**config.mk**
```make
export PLATFORM = sky130hd
export DESIGN_NAME = asf_status_reg
export DESIGN_NICKNAME = d
export VERILOG_FILES = /design/src/hw/asf_pkg.sv /design/src/hw/asf_alu_eval.sv /design/src/hw/asf_sys_flags.sv /design/src/hw/asf_status_reg.sv
export SDC_FILE = /design/constraint.sdc
export NUM_CORES = 1
export LEC_CHECK = 0
export ABC_CLOCK_PERIOD_IN_PS = 2900
export BUFFER_PORTS_ARGS = -buffer_cell sky130_fd_sc_hd__buf_2
export CAP_MARGIN = 20
export CORE_UTILIZATION = 47
export CTS_BUF_LIST = sky130_fd_sc_hd__clkbuf_4 sky130_fd_sc_hd__clkbuf_8 sky130_fd_sc_hd__clkbuf_16
export DETAILED_ROUTE_END_ITERATION = 8
export HOLD_SLACK_MARGIN = 0.06
export PLACE_DENSITY_LB_ADDON = 0.12
export SLEW_MARGIN = 20
export SYNTH_ARGS = -nofsm -noshare
export SYNTH_HDL_FRONTEND = slang
export SYNTH_HIERARCHICAL = 1
export SYNTH_SLANG_ARGS = --single-unit
```
**constraint.sdc**
```tcl
create_clock -name i_clock -period 2.9 [get_ports i_clock]
set_input_delay 0.725 -clock i_clock [delete_from_list [all_inputs] [get_ports i_clock]]
set_output_delay 0.725 -clock i_clock [all_outputs]
set_load 0.02 [all_outputs]
```
**src/hw/asf_pkg.sv**
```systemverilog
// Purpose: shared constants and types for the alu condition flag register
// Assumes: apb slave, 32-bit data, flag word plus read-only info word
// Notes: arithmetic flags reset to zero though they may be taken as unknown
package asf_pkg;
  localparam logic [11:0] ASF_FLAGS_OFFSET = 12'h000;
  localparam logic [11:0] ASF_INFO_OFFSET = 12'h004;
  localparam int ASF_BIT_CARRY = 0;
  localparam int ASF_BIT_HALF = 1;
  localparam int ASF_BIT_ZERO = 2;
  localparam int ASF_BIT_OVF = 3;
  localparam int ASF_BIT_PDOWN = 4;
  localparam int ASF_BIT_WDEXP = 5;
  localparam int ASF_BIT_CZERO = 6;
  localparam int ASF_BIT_SCMP = 7;
  localparam logic [7:0] ASF_FLAGS_RESET = 8'h00;
  localparam logic [7:0] ASF_SW_MASK = 8'hCF;
  localparam logic [7:0] ASF_INFO_ID = 8'h5A; // arbitrary value

  // kind of alu operation being retired
  typedef enum logic [2:0] {
    ASF_OP_NONE = 3'h0,
    ASF_OP_ADD = 3'h1,
    ASF_OP_SUB = 3'h2,
    ASF_OP_LOGIC = 3'h3,
    ASF_OP_ROT = 3'h4
  } asf_op_e;

  // how compare zero is formed for this instruction
  typedef enum logic [1:0] {
    ASF_CZ_KEEP = 2'h0,
    ASF_CZ_ZERO = 2'h1,
    ASF_CZ_CHAIN = 2'h2
  } asf_cz_e;

  typedef struct packed {
    asf_op_e op;
    asf_cz_e cz_mode;
    logic [7:0] a;
    logic [7:0] b;
    logic carry_in;
    logic [7:0] rot_result;
    logic rot_carry;
  } asf_alu_req_s;

  typedef struct packed {
    logic halt;
    logic wdt_clear;
    logic wdt_timeout;
  } asf_sys_ev_s;
endpackage : asf_pkg

```
**src/hw/asf_alu_eval.sv**
```systemverilog
// Purpose: combinational flag evaluation for one alu operation
// Assumes: subtraction is a + ~b + carry_in
// Notes: outputs only meaningful when op is not none
`timescale 1ns/1ps
`default_nettype none
module asf_alu_eval
  import asf_pkg::*;
(
  input wire asf_alu_req_s i_req, // operation and operands
  input wire logic i_prev_zero_flag, // compare zero before op
  output logic [7:0] o_result, // operation result
  output logic [7:0] o_flags // computed flag byte
);
  logic [7:0] b_eff;
  logic [4:0] low_sum;
  logic [7:0] low7_sum;
  logic [8:0] full_sum;
  logic carry_into_msb;
  logic carry_out;
  logic ovf;

  always_comb begin
    b_eff = (i_req.op == ASF_OP_SUB) ? ~i_req.b : i_req.b;
    low_sum = {1'b0, i_req.a[3:0]} + {1'b0, b_eff[3:0]} + {4'h0, i_req.carry_in};
    low7_sum = {1'b0, i_req.a[6:0]} + {1'b0, b_eff[6:0]} + {7'h00, i_req.carry_in};
    full_sum = {1'b0, i_req.a} + {1'b0, b_eff} + {8'h00, i_req.carry_in};
    carry_into_msb = low7_sum[7];
    carry_out = full_sum[8];
    ovf = carry_into_msb ^ carry_out;
    o_result = 8'h00;
    o_flags = 8'h00;
    unique case (i_req.op)
      ASF_OP_ADD, ASF_OP_SUB: begin
        o_result = full_sum[7:0];
        o_flags[ASF_BIT_CARRY] = carry_out;
        o_flags[ASF_BIT_HALF] = low_sum[4];
        o_flags[ASF_BIT_OVF] = ovf;
      end
      ASF_OP_LOGIC: begin
        o_result = i_req.a;
      end
      ASF_OP_ROT: begin
        o_result = i_req.rot_result;
        o_flags[ASF_BIT_CARRY] = i_req.rot_carry;
      end
      ASF_OP_NONE: begin
        o_result = 8'h00;
      end
      default: begin
        o_result = 8'h00;
      end
    endcase
    o_flags[ASF_BIT_ZERO] = (o_result == 8'h00);
    o_flags[ASF_BIT_SCMP] = o_flags[ASF_BIT_OVF] ^ o_result[7];
    // chained compares keep zero only if the earlier part was zero too
    o_flags[ASF_BIT_CZERO] = (i_req.cz_mode == ASF_CZ_CHAIN) ?
        (o_flags[ASF_BIT_ZERO] & i_prev_zero_flag) : o_flags[ASF_BIT_ZERO];
  end
endmodule : asf_alu_eval
`default_nettype wire

```
**src/hw/asf_sys_flags.sv**
```systemverilog
// Purpose: watchdog expired and power down flag pair
// Assumes: events are one-cycle pulses from the core
// Notes: no path from software writes reaches these flops
`timescale 1ns/1ps
`default_nettype none
module asf_sys_flags
  import asf_pkg::*;
(
  input wire logic i_clock, // core clock
  input wire logic i_reset_n, // async power-on reset
  input wire asf_sys_ev_s i_ev, // halt, wdt clear, timeout
  output logic o_wdexp, // watchdog expired flag
  output logic o_pdown // power down flag
);
  logic wdexp;
  logic pdown;
  logic next_wdexp;
  logic next_pdown;

  always_comb begin
    next_wdexp = wdexp;
    next_pdown = pdown;
    if (i_ev.wdt_clear || i_ev.halt) begin
      next_wdexp = 1'b0;
    end
    // a timeout in the clearing cycle is not lost
    if (i_ev.wdt_timeout) begin
      next_wdexp = 1'b1;
    end
    if (i_ev.wdt_clear) begin
      next_pdown = 1'b0;
    end
    if (i_ev.halt) begin
      next_pdown = 1'b1;
    end
  end

  always_ff @(posedge i_clock or negedge i_reset_n) begin
    if (!i_reset_n) begin
      wdexp <= 1'b0;
      pdown <= 1'b0;
    end else begin
      wdexp <= next_wdexp;
      pdown <= next_pdown;
    end
  end

  assign o_wdexp = wdexp;
  assign o_pdown = pdown;
endmodule : asf_sys_flags
`default_nettype wire

```
**src/hw/asf_status_reg.sv**
```systemverilog
// Purpose: alu condition flag register with apb access
// Assumes: apb3 slave, zero wait states, word-aligned byte addresses
// Notes: alu update wins over a same-cycle software write
`timescale 1ns/1ps
`default_nettype none
module asf_status_reg
  import asf_pkg::*;
(
  input wire logic i_clock, // core clock 100 MHz
  input wire logic i_reset_n, // async reset, active low
  input wire logic i_psel, // apb select
  input wire logic i_penable, // apb enable
  input wire logic i_pwrite, // apb direction
  input wire logic [11:0] i_paddr, // apb byte address
  input wire logic [31:0] i_pwdata, // apb write data
  input wire logic [3:0] i_pstrb, // apb byte strobes
  input wire logic i_alu_valid, // alu op retires this cycle
  input wire asf_alu_req_s i_alu_req, // alu op and operands
  input wire asf_sys_ev_s i_sys_ev, // system events
  output logic o_pready, // apb ready
  output logic o_pslverr, // apb error
  output logic [31:0] o_prdata, // apb read data
  output logic [7:0] o_flags, // flag byte to core, expired and power down bits always zero
  output logic [7:0] o_alu_result // registered alu result
);
  logic [5:0] arith;
  logic [5:0] next_arith;
  logic [7:0] alu_result;
  logic [7:0] next_alu_result;
  logic [7:0] eval_result;
  logic [7:0] eval_flags;
  logic wdexp;
  logic pdown;
  logic [7:0] flag_view;
  logic pready;
  logic pslverr;
  logic [31:0] prdata;
  logic next_pready;
  logic next_pslverr;
  logic [31:0] next_prdata;
  logic setup;
  logic wr_flags;

  function automatic logic [7:0] pack_flags(input logic [5:0] ar, input logic to, input logic pd);
    logic [7:0] f;
    f = 8'h00;
    f[ASF_BIT_CARRY] = ar[0];
    f[ASF_BIT_HALF] = ar[1];
    f[ASF_BIT_ZERO] = ar[2];
    f[ASF_BIT_OVF] = ar[3];
    f[ASF_BIT_CZERO] = ar[4];
    f[ASF_BIT_SCMP] = ar[5];
    f[ASF_BIT_WDEXP] = to;
    f[ASF_BIT_PDOWN] = pd;
    return f;
  endfunction : pack_flags

  function automatic logic [5:0] unpack_arith(input logic [7:0] f);
    return {f[ASF_BIT_SCMP], f[ASF_BIT_CZERO], f[ASF_BIT_OVF],
            f[ASF_BIT_ZERO], f[ASF_BIT_HALF], f[ASF_BIT_CARRY]};
  endfunction : unpack_arith

  asf_alu_eval u_eval (
    .i_req(i_alu_req),
    .i_prev_zero_flag(arith[4]),
    .o_result(eval_result),
    .o_flags(eval_flags)
  );

  asf_sys_flags u_sys (
    .i_clock(i_clock),
    .i_reset_n(i_reset_n),
    .i_ev(i_sys_ev),
    .o_wdexp(wdexp),
    .o_pdown(pdown)
  );

  assign flag_view = pack_flags(arith, wdexp, pdown);
  // setup phase decode; answer given in access phase of the next cycle
  assign setup = i_psel && !i_penable;
  assign wr_flags = i_psel && i_penable && pready && i_pwrite &&
                    (i_paddr == ASF_FLAGS_OFFSET) && i_pstrb[0];

  always_comb begin
    next_arith = arith;
    next_alu_result = alu_result;
    if (wr_flags) begin
      // only the writable bits; expired and power down are elsewhere
      next_arith = unpack_arith(i_pwdata[7:0] & ASF_SW_MASK);
    end
    if (i_alu_valid && i_alu_req.op != ASF_OP_NONE) begin
      next_alu_result = eval_result;
      unique case (i_alu_req.op)
        ASF_OP_ADD, ASF_OP_SUB: begin
          // compare zero is left to the cz_mode decode below
          next_arith[0] = eval_flags[ASF_BIT_CARRY];
          next_arith[1] = eval_flags[ASF_BIT_HALF];
          next_arith[2] = eval_flags[ASF_BIT_ZERO];
          next_arith[3] = eval_flags[ASF_BIT_OVF];
          next_arith[5] = eval_flags[ASF_BIT_SCMP];
        end
        ASF_OP_LOGIC: begin
          next_arith[2] = eval_flags[ASF_BIT_ZERO];
          next_arith[3] = 1'b0;
          next_arith[5] = eval_flags[ASF_BIT_SCMP];
        end
        ASF_OP_ROT: begin
          next_arith[0] = eval_flags[ASF_BIT_CARRY];
        end
        default: begin
          next_arith = next_arith;
        end
      endcase
      if (i_alu_req.cz_mode != ASF_CZ_KEEP && i_alu_req.op != ASF_OP_ROT) begin
        next_arith[4] = eval_flags[ASF_BIT_CZERO];
      end
    end
  end

  always_comb begin
    next_pready = 1'b0;
    next_pslverr = 1'b0;
    next_prdata = prdata;
    if (setup) begin
      next_pready = 1'b1;
      next_prdata = 32'h0000_0000;
      if (i_paddr == ASF_FLAGS_OFFSET) begin
        next_prdata = {24'h00_0000, flag_view};
      end else if (i_paddr == ASF_INFO_OFFSET) begin
        next_prdata = {24'h00_0000, ASF_INFO_ID};
        next_pslverr = i_pwrite;
      end else begin
        next_pslverr = 1'b1;
      end
    end
  end

  always_ff @(posedge i_clock or negedge i_reset_n) begin
    if (!i_reset_n) begin
      arith <= ASF_FLAGS_RESET[5:0];
      alu_result <= 8'h00;
      pready <= 1'b0;
      pslverr <= 1'b0;
      prdata <= 32'h0000_0000;
      o_flags <= ASF_FLAGS_RESET;
    end else begin
      arith <= next_arith;
      alu_result <= next_alu_result;
      pready <= next_pready;
      pslverr <= next_pslverr;
      prdata <= next_prdata;
      o_flags <= pack_flags(next_arith, 1'b0, 1'b0) | 8'h00;
    end
  end

  assign o_pready = pready;
  assign o_pslverr = pslverr;
  assign o_prdata = prdata;
  assign o_alu_result = alu_result;
endmodule : asf_status_reg
`default_nettype wire

```
# Yosys cells after proc, flatten, opt, wreduce, memory -nomap -nowiden

Index checks and enable logic that the tools add are counted.
W data, S select, Z words.

$add $sub $neg: 6
Equality and inequality tests: 7
Bitwise operators: 4
Reduce and logical (&&, ||, !) cells: 19
Mux-type cells: 22

Operators by type and width:

| operator              | count |
|---|---|
| $pmux W8 S3           | 1 |
| $mux W8               | 2 |
| $mux W1               | 15 |
| $eq A12 B3 Y1 const B | 1 |
| $logic_not A12 Y1     | 1 |
| $mux W6               | 2 |
| $add A8 B8 Y9         | 1 |
| $add A9 B1 Y9         | 1 |
| $add A7 B7 Y8         | 1 |
| $add A8 B1 Y8         | 1 |
| $logic_and A1 B1 Y1   | 8 |
| $logic_not A8 Y1      | 1 |
| $not A8 Y8            | 1 |
| $mux W7               | 1 |
| $eq A3 B2 Y1 const B  | 2 |
| $reduce_bool A2 Y1    | 3 |
| $reduce_or A3 Y1      | 2 |
| $add A4 B4 Y5         | 1 |
| $add A5 B1 Y5         | 1 |
| $pmux W2 S2           | 1 |
| $eq A3 B1 Y1 const B  | 1 |
| $eq A3 B3 Y1 const B  | 1 |
| $ne A3 B3 Y1 const B  | 1 |
| $reduce_bool A3 Y1    | 1 |
| 6 further kinds       | 7 |

Word-level logic and storage cells: 65
Input port bits: 88
Output and inout port bits: 50
Register bits: 50

# Logic depth before layout (Yosys ltp)

Gate-level depths: netlist of the first run.

Word-level depth: 10
Gate-level depth with buffers: 16
Gate-level depth less buffers: 15

# Cells and area by module

Netlist of the first run, hierarchy kept.

Modules (own cells, without submodules):

| module         | seq. area each (sq um) | times used | cells an instance | area each (sq um) |
|---|---|---|---|---|
| asf_status_reg | 600.6                  | 1          | 134               | 1373.8 |
| asf_alu_eval   | 0.0                    | 1          | 109               | 834.6 |
| asf_sys_flags  | 50.0                   | 1          | 6                 | 73.8 |

# Least setup slack after synthesis of the first run

OpenSTA, ideal clock, no wires.

Path type: input to register
From: input i_alu_req[30] (netlist name)
To: register o_flags[6]
Arrival time: 3384 ps
Required time: 2813 ps
Setup time: 87 ps
Path slack: -571 ps
Stages on the path: 14
Path buffers: 1
Path through: buf_6 > inv_1 > nand2_1 > nor2_2 > xor2_1 > fa_1 > a211oi_1 > o21ai_0 > a31oi_1 > mux2i_1 > nand4b_1 > a211oi_2 > inv_1 > o211ai_1

Cells in the longest elaborated chain, start to end: 10
Elaborated cells between the ends (all ways): 18
Those cells by class: add/sub (2); eq/ne (5); mux (5); bitwise (1); reduce/logical (5)

RTL lines:

| element                 | line                                   | source |
|---|---|---|
| start: declaration      | asf_status_reg.sv:18                   | `input wire asf_alu_req_s i_alu_req,` |
| $eq A3 B2 Y1            | asf_alu_eval.sv:23, asf_alu_eval.sv:32 |  |
| $mux W8                 | asf_alu_eval.sv:23                     | `b_eff = (i_req.op == ASF_OP_SUB) ? ~i_req.b : i_req.b;` |
| $add A8 B8 Y9           | asf_alu_eval.sv:26                     | `full_sum = {1'b0, i_req.a} + {1'b0, b_eff} + {8'h00, i_req.carry_in};` |
| $add A9 B1 Y9           | asf_alu_eval.sv:26                     |  |
| $pmux W8 S3 *           | asf_alu_eval.sv:32                     | `unique case (i_req.op)` |
| $logic_not A8 Y1 *      | asf_alu_eval.sv:53                     | `o_flags[ASF_BIT_ZERO] = (o_result == 8'h00);` |
| $and A1 B1 Y1           | asf_alu_eval.sv:57                     | `(o_flags[ASF_BIT_ZERO] & i_prev_zero_flag) : o_flags[ASF_BIT_ZERO];` |
| $mux W1 *               | asf_alu_eval.sv:56                     | `o_flags[ASF_BIT_CZERO] = (i_req.cz_mode == ASF_CZ_CHAIN) ?` |
| named net eval_flags[6] | asf_status_reg.sv:31                   | `logic [7:0] eval_flags;` |
| $mux W1 *               | asf_status_reg.sv:114                  | `if (i_alu_req.cz_mode != ASF_CZ_KEEP && i_alu_req.op != ASF_OP_ROT) begin` |
| $mux W6 *               | asf_status_reg.sv:91                   | `if (i_alu_valid && i_alu_req.op != ASF_OP_NONE) begin` |
| named net next_arith[4] | asf_status_reg.sv:27                   | `logic [5:0] next_arith;` |
| end signal: assignment  | asf_status_reg.sv:152                  | `o_flags <= pack_flags(next_arith, 1'b0, 1'b0) \| 8'h00;` |
| end: declaration        | asf_status_reg.sv:23                   | `output logic [7:0] o_flags,` |

The timed path passes the listed nets; every way through them passes the cells marked *.
A chain may end at the register's enable or synchronous reset.

# Worst setup path after layout of the first run

Same ends and word-level chain as after synthesis.

==> results of run 1 <==
worst max-delay path: stages:
cell      delay [ns]
buf_8           0.10
inv_6           0.05
nand2_4         0.05
nor2_4          0.12
xor2_2          0.16
fa_2            0.24
inv_2           0.04
fa_2            0.34
nand2b_4        0.17
a21oi_4         0.16
xor2_1          0.13
a211oi_2        0.26
o311ai_2        0.16
a211oi_2        0.22
inv_1           0.06
o211ai_1        0.15
worst paths after layout:
kind / end / slack, ns / cells after the start
setup / recovery: o_flags[6]$_DFF_PN0_ / -0.05 / 16
hold / removal: o_prdata[4]$_DFFE_PN0P_ / 0.44 / 1
setup reg to reg: o_flags[1]$_DFF_PN0_ / 1.82 / 3
hold reg to reg: o_prdata[5]$_DFFE_PN0P_ / 0.48 / 2
max in group asynchronous: u_sys/o_pdown$_DFFE_PN0P_ / 2.06 / 1
min in group i_clock: o_prdata[5]$_DFFE_PN0P_ / 0.48 / 2
report_power, final:
group | internal [uW] | switching [uW]
registers | 398 | 22.1
clock network | 121 | 113
logic | 271 | 326
metal layers:
metal,vias to the layer above,track usage [%],routed length (um)
li1,1070,-,-
met4,0,2.00,63
met2,84,41.1,3000
met1,1035,30.2,2590
met5,-,0,0
met3,6,3.38,344
final cells by class:
| cell class | instances | area [sq um] |
|---|---|---|
| fill | 350 | 1340 |
| clock buffer | 4 | 55.1 |
| sequential | 26 | 651 |
| inverter | 11 | 46.3 |
| multi-input combinational | 202 | 1620 |
| timing repair buffer | 119 | 726 |
| tap | 52 | 65.1 |
repair_timing:
item	CTS	global route
endpoints found under the hold margin	0	0
buffers inserted	7	5
endpoints found under the setup margin	4	8
pin swaps	13	15
resized for setup	12	22
metrics by stage:
| step | hold slack [ns] | util [%] | area (sq um) | TNS [ns] | power [uW] |
|---|---|---|---|---|---|
| 3_5_place_dp | 0.463 | 63.5 | 2860 | -2.53 | 939 |
| 4_1_cts | 0.457 | 67.3 | 3030 | -0.0349 | 1210 |
| 3_3_place_gp | 0.454 | 63.5 | 2860 | -2.21 | 931 |
| 6_report | 0.444 | 70.2 | 3160 | -0.0498 | 1250 |
| 2_1_floorplan | 0.429 | - | 2430 | -1.22 | 769 |
| 5_1_grt | 0.486 | 70.2 | 3160 | -0.379 | 1320 |
registers in the layout, indices dropped and copies added (netlist names):
register and cells:
o_pready 1, u_sys/o_pdown 1, o_prdata 8, o_flags 6, o_alu_result 8, o_pslverr 1
u_sys/o_wdexp 1
==> flow_summary.toml, run 1 <==
[global_routing]
antenna_found_initial = 0
grt_pass1_wl_um = 9310
groute.usage.overall_pct = 22.8
first_global_vias = 2027
grt_max_degree = 27
grt-ovfl-total = 0

[sta]
slew_headroom_pct = 60.6
fin_crit_ns = 2.95
fin_skew_ns = 0.00445
drv_slew = 0
tightest_slew_ns = 0.591
grt_setup_unrepaired = "true"
layout_setup_ws_ns = -0.0498
hold_violations = 0
final-setup-viol-count = 1
max_freq_mhz = 339
finalCritPeriodShare_pct = 102

[synth]
ys_warn_count = 6
netlist_area_sq_um = 2260
syn_inst = 246
avgSynthCellArea_sq_um = 9.20

[detailed_routing]
antenna_left = 0
num_vias = 2195
first_pass_iters = 7
drt-wirelength-per-cell_um = 14.5
routed_wl_um = 5990
drt_iter0_drc = 86
vias_per_cell = 5.30
drcViolationCount = 11

[cts]
cts_buffers = 3
clk_pin_slew_ns = 0.09
clk_latency_ns = 0.27
postCtsHoldBufs = 0
root_buffer = "clkbuf_8"
cts-htree-levels = 1
clockBufferDepth = 2
cts_sinks = 26
cts_tree = "built"

[run]
maxCapViolCount = 0

[placed_design]
io_buffers = 82
gp_congestion = 0.895
hpwl_um = 4520
dp_cells = 400
pre_cts_ws_ns = -0.473

[status]
violations = "design-rule violations, negative setup slack"
status = "finished, violations left"

[cells_and_area]
layout.nets = 460
antenna_cells = 0
drive_above_1_share_pct = 49.4
final_common_cell = "buf_2"
final_cells = 414
layout_common_cells = "81 x buf_2, 32 x buf_4, 26 x conb_1, 26 x dfrtp_1, 20 x nand2_1"
syn_to_final_growth_pct = 39.6

[floorplan]
pin_count = 138
initial_utilization_pct = 50.3
core-area_sq_um = 4500
fp.dieArea_sq_um = 5100
row_count = 24
die_h_um = 71.4
die_w_um = 71.4

[setup_path]
cp.arrival_ns = 3.15
cp_data_required_time_ns = 3.10
cp-end-kind = "flip-flop"
worstReg2RegStart = "o_pready$_DFF_PN0_"
critPathMaxFanout = 2
start_kind = "primary input"
crit_path_start = "i_alu_req[30]"
crit_type = "in2reg"

[power]
ir_drop_uv = 267
leakage_uw = 0.00160
power_density_nw_per_um2 = 396

[hold_path]
hold_path.class = "in2async"
Note: power is estimated with default switching activity, not from simulation.
==> run 2, diff against run 1 <==
Settings changed: CORE_UTILIZATION 47 to 25, SLEW_MARGIN 20 to 40.
==> flow_summary.toml, run 2 (synthesized netlist as in run 1, its figures left out) <==
[cells_and_area]
antenna_cells = 0
drive_above_1_share_pct = 48.6
fill_cells = 931
final_area_sq_um = 3230
layout.nets = 460
final_cells = 470
final_common_cell = "buf_2"
syn_to_final_growth_pct = 42.5
fin_util_pct = 36.8
layout_common_cells = "81 x buf_2, 34 x buf_4, 26 x conb_1, 26 x dfrtp_1, 21 x nand2_1"

[placed_design]
gp_congestion = 0.749
dp_cells = 458
hpwl_um = 5090
io_buffers = 82
dpl-instance-area_sq_um = 2960
pre_cts_ws_ns = -0.452

[setup_path]
cp_data_required_time_ns = 3.10
worstReg2RegStart = "o_pready$_DFF_PN0_"
critPathTopFamily = "compound AO/OA/AOI/OAI gates"
ff2ff_path_depth = 3
crit_path_top_delay_cell = "fa_2"
crit_path_end = "o_flags[6]$_DFF_PN0_"
r2r-end = "o_flags[1]$_DFF_PN0_"
critPathMaxFanout = 2
path_depth = 16
r2r_slack_ns = 1.80
worst-path-buf-inv = 4
start_kind = "primary input"
slowest_delay_ns = 0.35
cp-end-kind = "flip-flop"
crit_path_start = "i_alu_req[30]"
crit_type = "in2reg"
cp.arrival_ns = 3.12
worstPathCellList = "buf_8 -> inv_4 -> nand2_4 -> nor2_4 -> xor2_2 -> fa_2 -> inv_2 -> fa_2 -> xnor2_1 -> a32oi_1 -> o21ai_2 -> a211oi_2 -> o311ai_2 -> a211oi_2 -> inv_1 -> o211ai_1"

[cts]
cts_tree = "built"
cts-htree-levels = 1
postCtsHoldBufs = 0
cts_buffers = 3
clk_latency_ns = 0.27
root_buffer = "clkbuf_8"
cts_sinks = 26
clk_pin_slew_ns = 0.10
clockBufferDepth = 2

[sta]
max_freq_mhz = 342
hold_violations = 0
tightest_slew_ns = 0.632
grt_setup_unrepaired = "true"
layout_setup_ws_ns = -0.0197
drv_slew = 0
fin_skew_ns = 0.00133
finalCritPeriodShare_pct = 101
fin_crit_ns = 2.92
holdWs_ns = 0.457
slew_headroom_pct = 57.8
final-setup-viol-count = 2

[floorplan]
row_count = 34
die_h_um = 97.2
die_w_um = 97.2
pin_count = 138
initial_utilization_pct = 25.8
core-area_sq_um = 8760
fp.dieArea_sq_um = 9440

[detailed_routing]
drcViolationCount = 0
routed_wl_um = 6330
first_pass_iters = 4
vias_per_cell = 4.47
antenna_left = 0
num_vias = 2099
drt_iter0_drc = 40
drt-wirelength-per-cell_um = 13.5

[global_routing]
first_global_vias = 2116
grt-ovfl-total = 0
groute.usage.overall_pct = 13.7
grt_pass1_wl_um = 10700
antenna_found_initial = 0
grt_max_degree = 27

[status]
violations = "negative setup slack"
status = "finished, violations left"

[power]
ir_drop_uv = 175
leakage_uw = 0.00160
power_density_nw_per_um2 = 407

[run]
maxCapViolCount = 0

[hold_path]
hold_path.class = "in2async"
## run 2: cell count changes in the layout (fill, tap and decap cells not counted), sizes merged
cell,change
bufinv,+1
clkbuf,-1
## run 2: layout make-up
class,count,area (sq um),share of cell area (%)
tap,108,135,4.19
sequential,26,651,20.2
timing repair buffer,119,718,22.3
clock buffer,3,41.3,1.28
clock inverter,1,30.0,0.931
multi-input combinational,202,1610,49.8
inverter,11,43.8,1.36
## run 2: worst min-delay path by stage
stage                                  from                          end  slack (ns)  depth (start not counted)
detailed placement  o_prdata[6]$_DFFE_PN0P_      o_prdata[6]$_DFFE_PN0P_        0.46                          2
global route                      i_reset_n    u_sys/o_pdown$_DFFE_PN0P_        0.50                          1
floorplan                         i_reset_n  o_alu_result[0]$_DFFE_PN0P_        0.43                          0
global placement    o_prdata[6]$_DFFE_PN0P_      o_prdata[6]$_DFFE_PN0P_        0.46                          2
finish                            i_reset_n          o_pslverr$_DFF_PN0_        0.46                          1
CTS                               i_reset_n          o_pslverr$_DFF_PN0_        0.48                          1
## run 2: routing by layer
metal	track usage, %	share of wire [%]	vias to the layer above
li1	-	-	1067
met1	18.6	48	961
met2	23.8	47	69
met3	1.65	4.8	2
met4	1.72	0.16	0
met5	0	0	-
## run 2: timing repair
action	in CTS	in global routing
gates cloned	0	0
endpoints found under the setup margin	3	4
setup buffers	6	2
gates resized for setup	19	8
pin swaps	17	12
hold endpoints to repair	0	0
## run 2: per-stage QoR
stage | power (uW) | TNS (ns)
after global routing | 1390 | -0.373
after floorplan | 769 | -1.22
after CTS | 1300 | -0.0710
final | 1310 | -0.0370
after global placement | 946 | -2.35
after detailed placement | 950 | -2.29
## run 2: report_power, final
group	internal, uW	switching, uW
sequential	398	25.9
clock	185	127
combinational	263	313
